## config.mk

```make
export PLATFORM = sky130hd
export DESIGN_NAME = rrw_sensor_seq_flat
export DESIGN_NICKNAME = d
export VERILOG_FILES = /design/src/logic/rrw_pkg.sv /design/src/logic/rrw_link_if.sv /design/src/logic/rrw_buf2.sv /design/src/logic/rrw_sensor_seq.sv /design/src/flat_wrapper.sv
export SDC_FILE = /design/constraint.sdc
export NUM_CORES = 1
export LEC_CHECK = 0
export ABC_AREA = 1
export BUFFER_PORTS_ARGS = -buffer_cell sky130_fd_sc_hd__buf_2
export CAP_MARGIN = 0
export CORE_MARGIN = 2
export CORE_UTILIZATION = 40
export CTS_BUF_LIST = sky130_fd_sc_hd__clkbuf_8
export DETAILED_ROUTE_END_ITERATION = 12
export GPL_TIMING_DRIVEN = 1
export PLACE_DENSITY = 0.67
export SYNTH_ARGS = -nofsm -noshare
export SYNTH_HDL_FRONTEND = slang
export SYNTH_HIERARCHICAL = 1
export SYNTH_SLANG_ARGS = --single-unit
```

## constraint.sdc

```tcl
create_clock -name clock_in -period 2 [get_ports clock_in]
set_clock_uncertainty 0.15 [all_clocks]
set_input_delay 0.2 -clock clock_in [delete_from_list [all_inputs] [get_ports clock_in]]
set_output_delay 0.2 -clock clock_in [all_outputs]
set_load 0.01 [all_outputs]
```

## src/logic/rrw_pkg.sv

```systemverilog
/*
 * Shared constants and types for the rolling readout window sequencer:
 * configuration addresses, field widths, reset values, colour classes,
 * timing counts and the state encodings of both ends.
 * Assumes a single 100 MHz clock for the whole link.
 */
package rrw_pkg;
    // Clock and timing
    localparam int CLK_PERIOD_NS = 10;
    localparam int ROW_BLANK_NS  = 7200;  // row_blanking_interval, typical
    localparam int PIX_PERIOD_NS = 25;    // one pixel at 40 MHz
    // Least times round up to whole cycles
    localparam int ROW_BLANK_CYC =
        (ROW_BLANK_NS + CLK_PERIOD_NS - 1) / CLK_PERIOD_NS;
    localparam int PIX_CYC =
        (PIX_PERIOD_NS + CLK_PERIOD_NS - 1) / CLK_PERIOD_NS;

    // Widths
    localparam int CFG_AW  = 2;
    localparam int CFG_DW  = 12;
    localparam int ROW_W   = 12;
    localparam int COLI_W  = 7;
    localparam int PIX_W   = 10;
    localparam int CLS_W   = 2;
    localparam int BLANK_W = 10;

    // Configuration addresses on the shared address/data bus
    localparam logic [CFG_AW-1:0] CFG_ROW_START = 2'h0;
    localparam logic [CFG_AW-1:0] CFG_COL_START = 2'h1;
    localparam logic [CFG_AW-1:0] CFG_MUX       = 2'h2;
    localparam logic [CFG_AW-1:0] CFG_LINE_LEN  = 2'h3;

    // Start point limits; column start is a 24-pixel block index
    localparam logic [ROW_W-1:0]  ROW_POS_MAX = 12'hBB9; // line 3001
    localparam logic [COLI_W-1:0] COL_POS_MAX = 7'h62;   // block 98

    // Reset values
    localparam logic [ROW_W-1:0]  ROW_START_RST = 12'h000;
    localparam logic [COLI_W-1:0] COL_START_RST = 7'h00;
    localparam logic              MUX_RST       = 1'h0;  // interleave
    localparam logic [ROW_W-1:0]  LINE_LEN_RST  = 12'h8A2; // 2210

    // Colour filter classes
    localparam logic [CLS_W-1:0] CLS_GREEN2 = 2'h0; // green on green-red
    localparam logic [CLS_W-1:0] CLS_RED    = 2'h1;
    localparam logic [CLS_W-1:0] CLS_BLUE   = 2'h2;
    localparam logic [CLS_W-1:0] CLS_GREEN1 = 2'h3; // green on blue-green

    typedef enum logic [1:0] {
        DEV_IDLE  = 2'b00,
        DEV_CALIB = 2'b01,
        DEV_READ  = 2'b10
    } rrw_dev_st_t;

    typedef enum logic [2:0] {
        HST_IDLE  = 3'b000,
        HST_CFG   = 3'b001,
        HST_FRAME = 3'b010,
        HST_ROW   = 3'b011,
        HST_RECV  = 3'b100
    } rrw_hst_st_t;
endpackage

```

## src/logic/rrw_link_if.sv

```systemverilog
/*
 * Link between the camera controller and the sensor sequencer:
 * configuration writes, frame and row pulses, and the pixel stream.
 * Assumes both ends share clock_in; the bench joins the two modports.
 */
`timescale 1ns/1ps
interface rrw_link_if;
    logic                       cfg_wr;
    logic [rrw_pkg::CFG_AW-1:0] cfg_addr;
    logic [rrw_pkg::CFG_DW-1:0] cfg_data;
    logic                       frame_begin;
    logic                       row_advance;
    logic                       pix_valid;
    logic                       pix_ready;
    logic [rrw_pkg::PIX_W-1:0]  pix_data;
    logic [rrw_pkg::CLS_W-1:0]  pix_class;

    modport dev (
        input  cfg_wr, cfg_addr, cfg_data, frame_begin, row_advance,
        input  pix_ready,
        output pix_valid, pix_data, pix_class
    );
    modport ctl (
        output cfg_wr, cfg_addr, cfg_data, frame_begin, row_advance,
        output pix_ready,
        input  pix_valid, pix_data, pix_class
    );
endinterface

```

## src/logic/rrw_buf2.sv

```systemverilog
/*
 * Two-entry buffer with valid/ready on both sides.
 * Assumes a single clock; output data comes straight from flip-flops.
 */
`timescale 1ns/1ps
module rrw_buf2 #(
    parameter int W = 12
) (
    input  wire logic         clock_in,
    input  wire logic         rst_b_in,
    input  wire logic         in_valid_in,
    output logic              in_ready_out,
    input  wire logic [W-1:0] in_data_in,
    output logic              out_valid_out,
    input  wire logic         out_ready_in,
    output logic [W-1:0]      out_data_out
);
    typedef struct packed {
        logic [1:0]   cnt;
        logic [W-1:0] head;
        logic [W-1:0] tail;
    } rrw_buf_t;

    rrw_buf_t st_r;
    rrw_buf_t st_nxt;
    logic     push;
    logic     pop;

    // Full at two entries, so a stall never drops a word
    assign in_ready_out  = (st_r.cnt != 2'h2);
    assign out_valid_out = (st_r.cnt != 2'h0);
    assign out_data_out  = st_r.head;
    assign push          = in_valid_in && in_ready_out;
    assign pop           = out_valid_out && out_ready_in;

    // Head is the oldest word, tail the second
    always_comb begin
        st_nxt = st_r;
        if (pop) begin
            st_nxt.head = st_r.tail;
        end
        if (push) begin
            if (st_r.cnt == 2'h0 || (st_r.cnt == 2'h1 && pop)) begin
                st_nxt.head = in_data_in;
            end else begin
                st_nxt.tail = in_data_in;
            end
        end
        st_nxt.cnt = st_r.cnt + {1'b0, push} - {1'b0, pop};
    end

    always_ff @(posedge clock_in or negedge rst_b_in) begin
        if (!rst_b_in) begin
            st_r <= '0;
        end else begin
            st_r <= st_nxt;
        end
    end
endmodule

```

## src/logic/rrw_sensor_seq.sv

```systemverilog
/*
 * Sensor end: stores start points and mux setting, loads the row and
 * column shift registers on frame and row pulses, runs the column
 * calibration blanking and streams converter samples with colour class.
 * Assumes the controller keeps its own timing; converters feed adc_*_in.
 */


`timescale 1ns/1ps
module rrw_sensor_seq (
    input  wire logic                     clock_in,
    input  wire logic                     rst_b_in,
    rrw_link_if.dev                       link,
    input  wire logic [rrw_pkg::PIX_W-1:0] adc_even_in,
    input  wire logic [rrw_pkg::PIX_W-1:0] adc_odd_in,
    input  wire logic                     nondestructive_readout_in,
    output logic [rrw_pkg::ROW_W-1:0]     row_addr_out,
    output logic [rrw_pkg::ROW_W-1:0]     col_addr_out,
    output logic                          calib_out,
    output logic                          bus_ref_out
);
    // Class above sample
    localparam int BW = rrw_pkg::PIX_W + rrw_pkg::CLS_W;

    typedef struct packed {
        rrw_pkg::rrw_dev_st_t        state;
        logic [rrw_pkg::ROW_W-1:0]   row_start;
        logic [rrw_pkg::COLI_W-1:0]  col_idx;
        logic                        mux_one;
        logic [rrw_pkg::ROW_W-1:0]   line_len;
        logic [rrw_pkg::ROW_W-1:0]   row_ptr;
        logic [rrw_pkg::ROW_W-1:0]   col_ptr;
        logic                        first_row;
        logic [rrw_pkg::BLANK_W-1:0] blank_cnt;
        logic [rrw_pkg::ROW_W-1:0]   pix_cnt;
        logic                        bus_ref;
    } rrw_dev_t;

    rrw_dev_t                   st_r;
    rrw_dev_t                   st_nxt;
    logic                       buf_ready;
    logic                       push;
    logic [rrw_pkg::PIX_W-1:0]  sample;
    logic [rrw_pkg::CLS_W-1:0]  cls;
    logic [rrw_pkg::ROW_W-1:0]  col_base;

    // column start is a block index times 24
    assign col_base = {st_r.col_idx, 5'h00} - {2'h0, st_r.col_idx, 3'h0};

    // even columns from one converter, odd from the other
    // single-output setting routes the even converter for all
    always_comb begin
        if (st_r.mux_one || !st_r.col_ptr[0]) begin
            sample = adc_even_in;
        end else begin
            sample = adc_odd_in;
        end
    end

    // origin is green on a green-red row
    always_comb begin
        unique case ({st_r.row_ptr[0], st_r.col_ptr[0]})
            2'b00: cls = rrw_pkg::CLS_GREEN2;
            2'b01: cls = rrw_pkg::CLS_RED;
            2'b10: cls = rrw_pkg::CLS_BLUE;
            2'b11: cls = rrw_pkg::CLS_GREEN1;
        endcase
    end

    // Push when buffer has room
    assign push = (st_r.state == rrw_pkg::DEV_READ) && buf_ready;

    // Sequencer: all progress hangs on the controller's pulses
    always_comb begin
        st_nxt = st_r;

        // configuration writes land in stored start points, mux and line length only
        if (link.cfg_wr) begin
            unique case (link.cfg_addr)
                rrw_pkg::CFG_ROW_START: begin
                    if (link.cfg_data <= rrw_pkg::ROW_POS_MAX) begin
                        st_nxt.row_start = link.cfg_data;
                    end
                end
                rrw_pkg::CFG_COL_START: begin
                    // column block index limited to legal range
                    if (link.cfg_data[rrw_pkg::CFG_DW-1:rrw_pkg::COLI_W]
                            == '0 &&
                        link.cfg_data[rrw_pkg::COLI_W-1:0]
                            <= rrw_pkg::COL_POS_MAX) begin
                        st_nxt.col_idx =
                            link.cfg_data[rrw_pkg::COLI_W-1:0];
                    end
                end
                // mux setting over the shared bus
                rrw_pkg::CFG_MUX: st_nxt.mux_one = link.cfg_data[0];
                rrw_pkg::CFG_LINE_LEN: begin
                    // A zero length would end a row only after 4096 pixels
                    if (link.cfg_data != '0) begin
                        st_nxt.line_len = link.cfg_data;
                    end
                end
            endcase
        end

        unique case (st_r.state)
            rrw_pkg::DEV_IDLE: begin
                // Wait for a row pulse
            end
            rrw_pkg::DEV_CALIB: begin
                st_nxt.blank_cnt = st_r.blank_cnt - 1'b1;
                if (st_r.blank_cnt == '0) begin
                    st_nxt.state   = rrw_pkg::DEV_READ;
                    st_nxt.pix_cnt = '0;
                end
            end
            rrw_pkg::DEV_READ: begin
                // Stall while the buffer is full; no word lost
                if (push) begin
                    st_nxt.col_ptr = st_r.col_ptr + 1'b1;
                    st_nxt.pix_cnt = st_r.pix_cnt + 1'b1;
                    if (st_r.pix_cnt == st_r.line_len - 1'b1) begin
                        st_nxt.state = rrw_pkg::DEV_IDLE;
                    end
                end
            end
            // Code 2'b11 unused
            default: st_nxt.state = rrw_pkg::DEV_IDLE;
        endcase

        // Pulses win
        // frame pulse loads the row shift register
        // stored start point applied only here
        if (link.frame_begin) begin
            st_nxt.row_ptr   = st_r.row_start;
            st_nxt.first_row = 1'b1;
            st_nxt.state     = rrw_pkg::DEV_IDLE;
        end else if (link.row_advance) begin
            // rows are selected only by the external pulse
            if (!st_r.first_row) begin
                st_nxt.row_ptr = st_r.row_ptr + 1'b1;
            end
            st_nxt.first_row = 1'b0;
            // row advance loads the column shift register
            // column start applied at the pulse only
            st_nxt.col_ptr   = col_base;
            st_nxt.state     = rrw_pkg::DEV_CALIB;
            st_nxt.blank_cnt =
                rrw_pkg::BLANK_W'(rrw_pkg::ROW_BLANK_CYC - 1);
        end

        // reference in blanking, always in nondestructive mode
        st_nxt.bus_ref = (st_nxt.state == rrw_pkg::DEV_CALIB) ||
                         nondestructive_readout_in;
    end

    // Defaults for stored values
    always_ff @(posedge clock_in or negedge rst_b_in) begin
        if (!rst_b_in) begin
            st_r           <= '0;
            st_r.state     <= rrw_pkg::DEV_IDLE;
            st_r.row_start <= rrw_pkg::ROW_START_RST;
            st_r.col_idx   <= rrw_pkg::COL_START_RST;
            st_r.mux_one   <= rrw_pkg::MUX_RST;
            st_r.line_len  <= rrw_pkg::LINE_LEN_RST;
        end else begin
            st_r <= st_nxt;
        end
    end

    // Pixel path buffered so a stall by the controller loses nothing
    rrw_buf2 #(
        .W (BW)
    ) u_buf (
        .clock_in      (clock_in),
        .rst_b_in      (rst_b_in),
        .in_valid_in   (push),
        .in_ready_out  (buf_ready),
        .in_data_in    ({cls, sample}),
        .out_valid_out (link.pix_valid),
        .out_ready_in  (link.pix_ready),
        .out_data_out  ({link.pix_class, link.pix_data})
    );

    // Shift register positions and calibration state
    assign row_addr_out = st_r.row_ptr;
    assign col_addr_out = st_r.col_ptr;
    assign calib_out    = (st_r.state == rrw_pkg::DEV_CALIB);
    assign bus_ref_out  = st_r.bus_ref;
endmodule
```

## src/flat_wrapper.sv

```systemverilog
// flat-port wrapper written by rule: the top's interface ports become plain ports
module rrw_sensor_seq_flat 
  (clock_in, rst_b_in, adc_even_in, adc_odd_in, nondestructive_readout_in, row_addr_out, col_addr_out, calib_out, bus_ref_out, link_cfg_wr, link_cfg_addr, link_cfg_data, link_frame_begin, link_row_advance, link_pix_ready, link_pix_valid, link_pix_data, link_pix_class);
  rrw_link_if link_i ();
  input  wire logic clock_in;
  input  wire logic rst_b_in;
  input  wire logic [rrw_pkg::PIX_W-1:0] adc_even_in;
  input  wire logic [rrw_pkg::PIX_W-1:0] adc_odd_in;
  input  wire logic nondestructive_readout_in;
  output logic [rrw_pkg::ROW_W-1:0] row_addr_out;
  output logic [rrw_pkg::ROW_W-1:0] col_addr_out;
  output logic calib_out;
  output logic bus_ref_out;
  input wire logic [$bits(link_i.cfg_wr)-1:0] link_cfg_wr;
  input wire logic [$bits(link_i.cfg_addr)-1:0] link_cfg_addr;
  input wire logic [$bits(link_i.cfg_data)-1:0] link_cfg_data;
  input wire logic [$bits(link_i.frame_begin)-1:0] link_frame_begin;
  input wire logic [$bits(link_i.row_advance)-1:0] link_row_advance;
  input wire logic [$bits(link_i.pix_ready)-1:0] link_pix_ready;
  output wire logic [$bits(link_i.pix_valid)-1:0] link_pix_valid;
  output wire logic [$bits(link_i.pix_data)-1:0] link_pix_data;
  output wire logic [$bits(link_i.pix_class)-1:0] link_pix_class;
  assign link_i.cfg_wr = link_cfg_wr;
  assign link_i.cfg_addr = link_cfg_addr;
  assign link_i.cfg_data = link_cfg_data;
  assign link_i.frame_begin = link_frame_begin;
  assign link_i.row_advance = link_row_advance;
  assign link_i.pix_ready = link_pix_ready;
  assign link_pix_valid = link_i.pix_valid;
  assign link_pix_data = link_i.pix_data;
  assign link_pix_class = link_i.pix_class;
  rrw_sensor_seq u_core (.clock_in(clock_in), .rst_b_in(rst_b_in), .link(link_i), .adc_even_in(adc_even_in), .adc_odd_in(adc_odd_in), .nondestructive_readout_in(nondestructive_readout_in), .row_addr_out(row_addr_out), .col_addr_out(col_addr_out), .calib_out(calib_out), .bus_ref_out(bus_ref_out));
endmodule
```

==> summary.md <==
| Metric | Value |
|---|---|
| Critical Path RT | 2.15 ns |
| Gr ovfl total | 0 |
| I/O Pins | 80 |
| Root buffer cell | clkbuf_8 |
| Routability cong. | 0.890 |
| CTS tree | built |
| Vias in the first global route | 5,415 |
| Ant diodes | 0 |
| Largest net degree at the start of global routing | 57 |
| First-pass DRT Iterations | 5 |
| Clock power share | 0.262 |
| CTS Sinks | 108 |
| Post-synth ARST share | 1.00 |
| EDFF count, synth | 0 |
| Nets | 1,020 |
| CP Data Arrival Time | 2.21 ns |
| Combinational share of power | 0.245 |
| Drt wl/cell | 13.3 µm |
| P&R area growth vs syn | 21.4% |
| Capturing element of the worst setup path | u_core/st_r[12]$_DFFE_PN0P_ |
| Fin Setup TNS | -0.134 ns |
| Kind of end point of the critical path | flop |
| Clock-pin slew on the worst setup and hold paths | 0.10 ns |
| Peak supply drop | 364 µV |
| Sequential share of the synthesized area | 0.418 |
| RR Endpoint | u_core/st_r[12]$_DFFE_PN0P_ |
| Total vias in the final route | 5,667 |
| # rows | 46 |
| Worst-path fanout max | 6 |
| Initial drt markers | 327 |
| Ys Warns | 6 |
| Final Instance Count excl. Fillers | 1,184 |
| Slew Limit Headroom | 0.688 |
| Most common cell after layout, fill and taps aside | nand2_1 |
| Setup-failing EPs final | 5 |
| Port-buffer cells | 79 |
| Status | complete, but fails checks |
| Max Cap Viol | 0 |
| P_sw | 1.65 mW |
| Post-DR vias/cell | 4.79 |
| Gr usage total | 0.184 |
| Final Hold Viols | 0 |
| Die Ht | 131 µm |
| Fmax | 486 MHz |
| Post-route ant nets | 0 |
| First-pass GRT wire length | 25.9 mm |
| Clk buf depth | 2 |
| DP Wirelength | 11.5 mm |
| # H-tree levels | 3 |
| Final Critical Period | 2.06 ns |
| R2R cell count | 14 |
| Synth Register Bits | 108 |
| Drt drc | 0 |
| Static Leakage | 3.91 nW |
| Syn Area/Cell | 7.63 µm² |
| Cell Int Power | 3.61 mW |
| Power per cell area | 668 nW/µm² |
| Worst skew pair latency | 0.39 ns |
| CP Launch Point | u_core/st_r[13]$_DFF_PN0_ |
| Gate Count Post-Synth | 849 |
| Width of the die | 131 µm |
| Least-Margin Pin Slew | 0.467 ns |
| Num CTS Buffers | 9 |
| Initial Util | 0.408 |
| CORE AREA | 15,900 µm² |
| Ys flop type | dfrtp_1 |
| Final WS setup | -0.0568 ns |
| RSZ-0062 raised after global routing | true |
| Antenna violations before repair | 0 |
| Die area | 17,200 µm² |
| Count of cell types in the netlist | 49 |
| Slew Limit Fails | 0 |
| Post-synthesis net count | 906 |
| Post-route clock period utilization | 1.03 |
| Switching part of the total power | 0.313 |
| Hold Path Class | in2reg |
| Worst hold margin | 0.0212 ns |
| Most frequent cells in the layout | nand2_1, inv_1, dfrtp_1 |
| Post-Route WL | 15.8 mm |
| Crit path kind | reg2reg |
| Mapped Area | 6480 µm² |
| Reg-to-reg startpoint | u_core/st_r[13]$_DFF_PN0_ |
| Failing checks | setup timing |
| Post-placement cell count | 1,139 |
| Reg2Reg Setup Slack | -0.06 ns |
| Share of layout cells above drive strength 1 | 0.267 |
| Startpoint Class | flop |
| Seq pwr share | 0.493 |
-- flip-flops by register name, summed over array words and instances, names as in the netlist --
register / cells
u_core/u_buf/out_data_out: 12
u_core/row_addr_out: 12
u_core/st_r: 57
u_core/u_buf/st_r: 14
u_core/col_addr_out: 12
u_core/bus_ref_out: 1
-- per-layer routing --
layer	wire [µm]	track usage	vias to the layer above
li1	-	-	2892
met1	7070	0.235	2600
met2	7470	0.300	135
met3	678	0.0332	40
met4	567	0.0960	0
met5	0	0	-
-- worst min path at each step --
stage	startpoint	endpoint	cells after the start
after global placement	rst_b_in	u_core/u_buf/st_r[1]$_DFFE_PN0P_	2
after floorplan	rst_b_in	u_core/bus_ref_out$_DFF_PN0_	0
after CTS	adc_odd_in[3]	u_core/u_buf/out_data_out[3]$_DFF_PN0_	4
final	adc_odd_in[2]	u_core/u_buf/out_data_out[2]$_DFF_PN0_	4
after global routing	link_cfg_data[4]	u_core/st_r[72]$_DFFE_PN0P_	3
after detailed placement	rst_b_in	u_core/u_buf/st_r[1]$_DFFE_PN0P_	2
-- stage by stage --
step | total power [mW] | worst slack (ns) | area (µm²) | util
finish | 5.25 | -0.0568 | 7860 | 0.495
global route | 5.58 | -0.198 | 7860 | 0.495
CTS | 5.23 | -0.0217 | 7710 | 0.485
detailed placement | 3.73 | -0.0789 | 7210 | 0.454
global placement | 3.71 | -0.0303 | 7210 | 0.454
floorplan | 3.35 | 0.00286 | 6520 | -
-- worst max-delay path: stages, from the launching register on --
cell and delay, ns:
dfrtp_1 0.41, inv_2 0.09, ha_4 0.13, inv_2 0.04, nor2_2 0.07, nand2_1 0.06, nor2_2 0.12, nand3_2 0.09
nand2_2 0.10, nand2_4 0.07, nor2_8 0.12, buf_4 0.13, buf_6 0.11, inv_1 0.06, o31ai_2 0.21
-- cell families after synthesis --
group           synth area share
buf+inv                    0.133
flops                      0.418
fa+ha+maj                 0.0309
simple gates               0.274
mux                       0.0174
xor+xnor                  0.0243
compound gates             0.102
-- synth_stat cells (11+ instances only) --
cell type | n | share of area
nor3_1 | 13 | 0.010
o21ai_0 | 61 | 0.047
ha_1 | 16 | 0.031
nand3_1 | 56 | 0.043
dfrtp_1 | 104 | 0.40
nand2_1 | 226 | 0.13
buf_4 | 38 | 0.044
inv_1 | 117 | 0.068
nor2_1 | 58 | 0.034
xor2_1 | 12 | 0.016
clkbuf_1 | 11 | 0.0064
a21oi_1 | 29 | 0.022
-- power groups by stage --
stage	Sequential, mW	Combinational [mW]	Clock, mW
after floorplan	2.57	0.781	0
after global placement	2.62	1.09	0
after detailed placement	2.62	1.11	0
after CTS	2.58	1.20	1.44
after global routing	2.62	1.45	1.51
final	2.59	1.29	1.38
-- timing repair --
item                       in CTS  in global routing
setup endpoints to repair       9                 27
hold buffers                   17                  0
resized for setup              22                 42
buffers inserted                7                  6
pin swaps                       3                 11
hold endpoints to repair      126                  0
-- layout make-up --
type                    count  area, µm²
clock buffers              11        151
repair buffers            160       1080
flip-flops and latches    108       2710
inverters                 124        480
clock inverters             5       52.6
well taps                 216        270
fillers                  1580       8020
multi-input cells         560       3120
No activity file was read; power rests on OpenSTA's default activity.
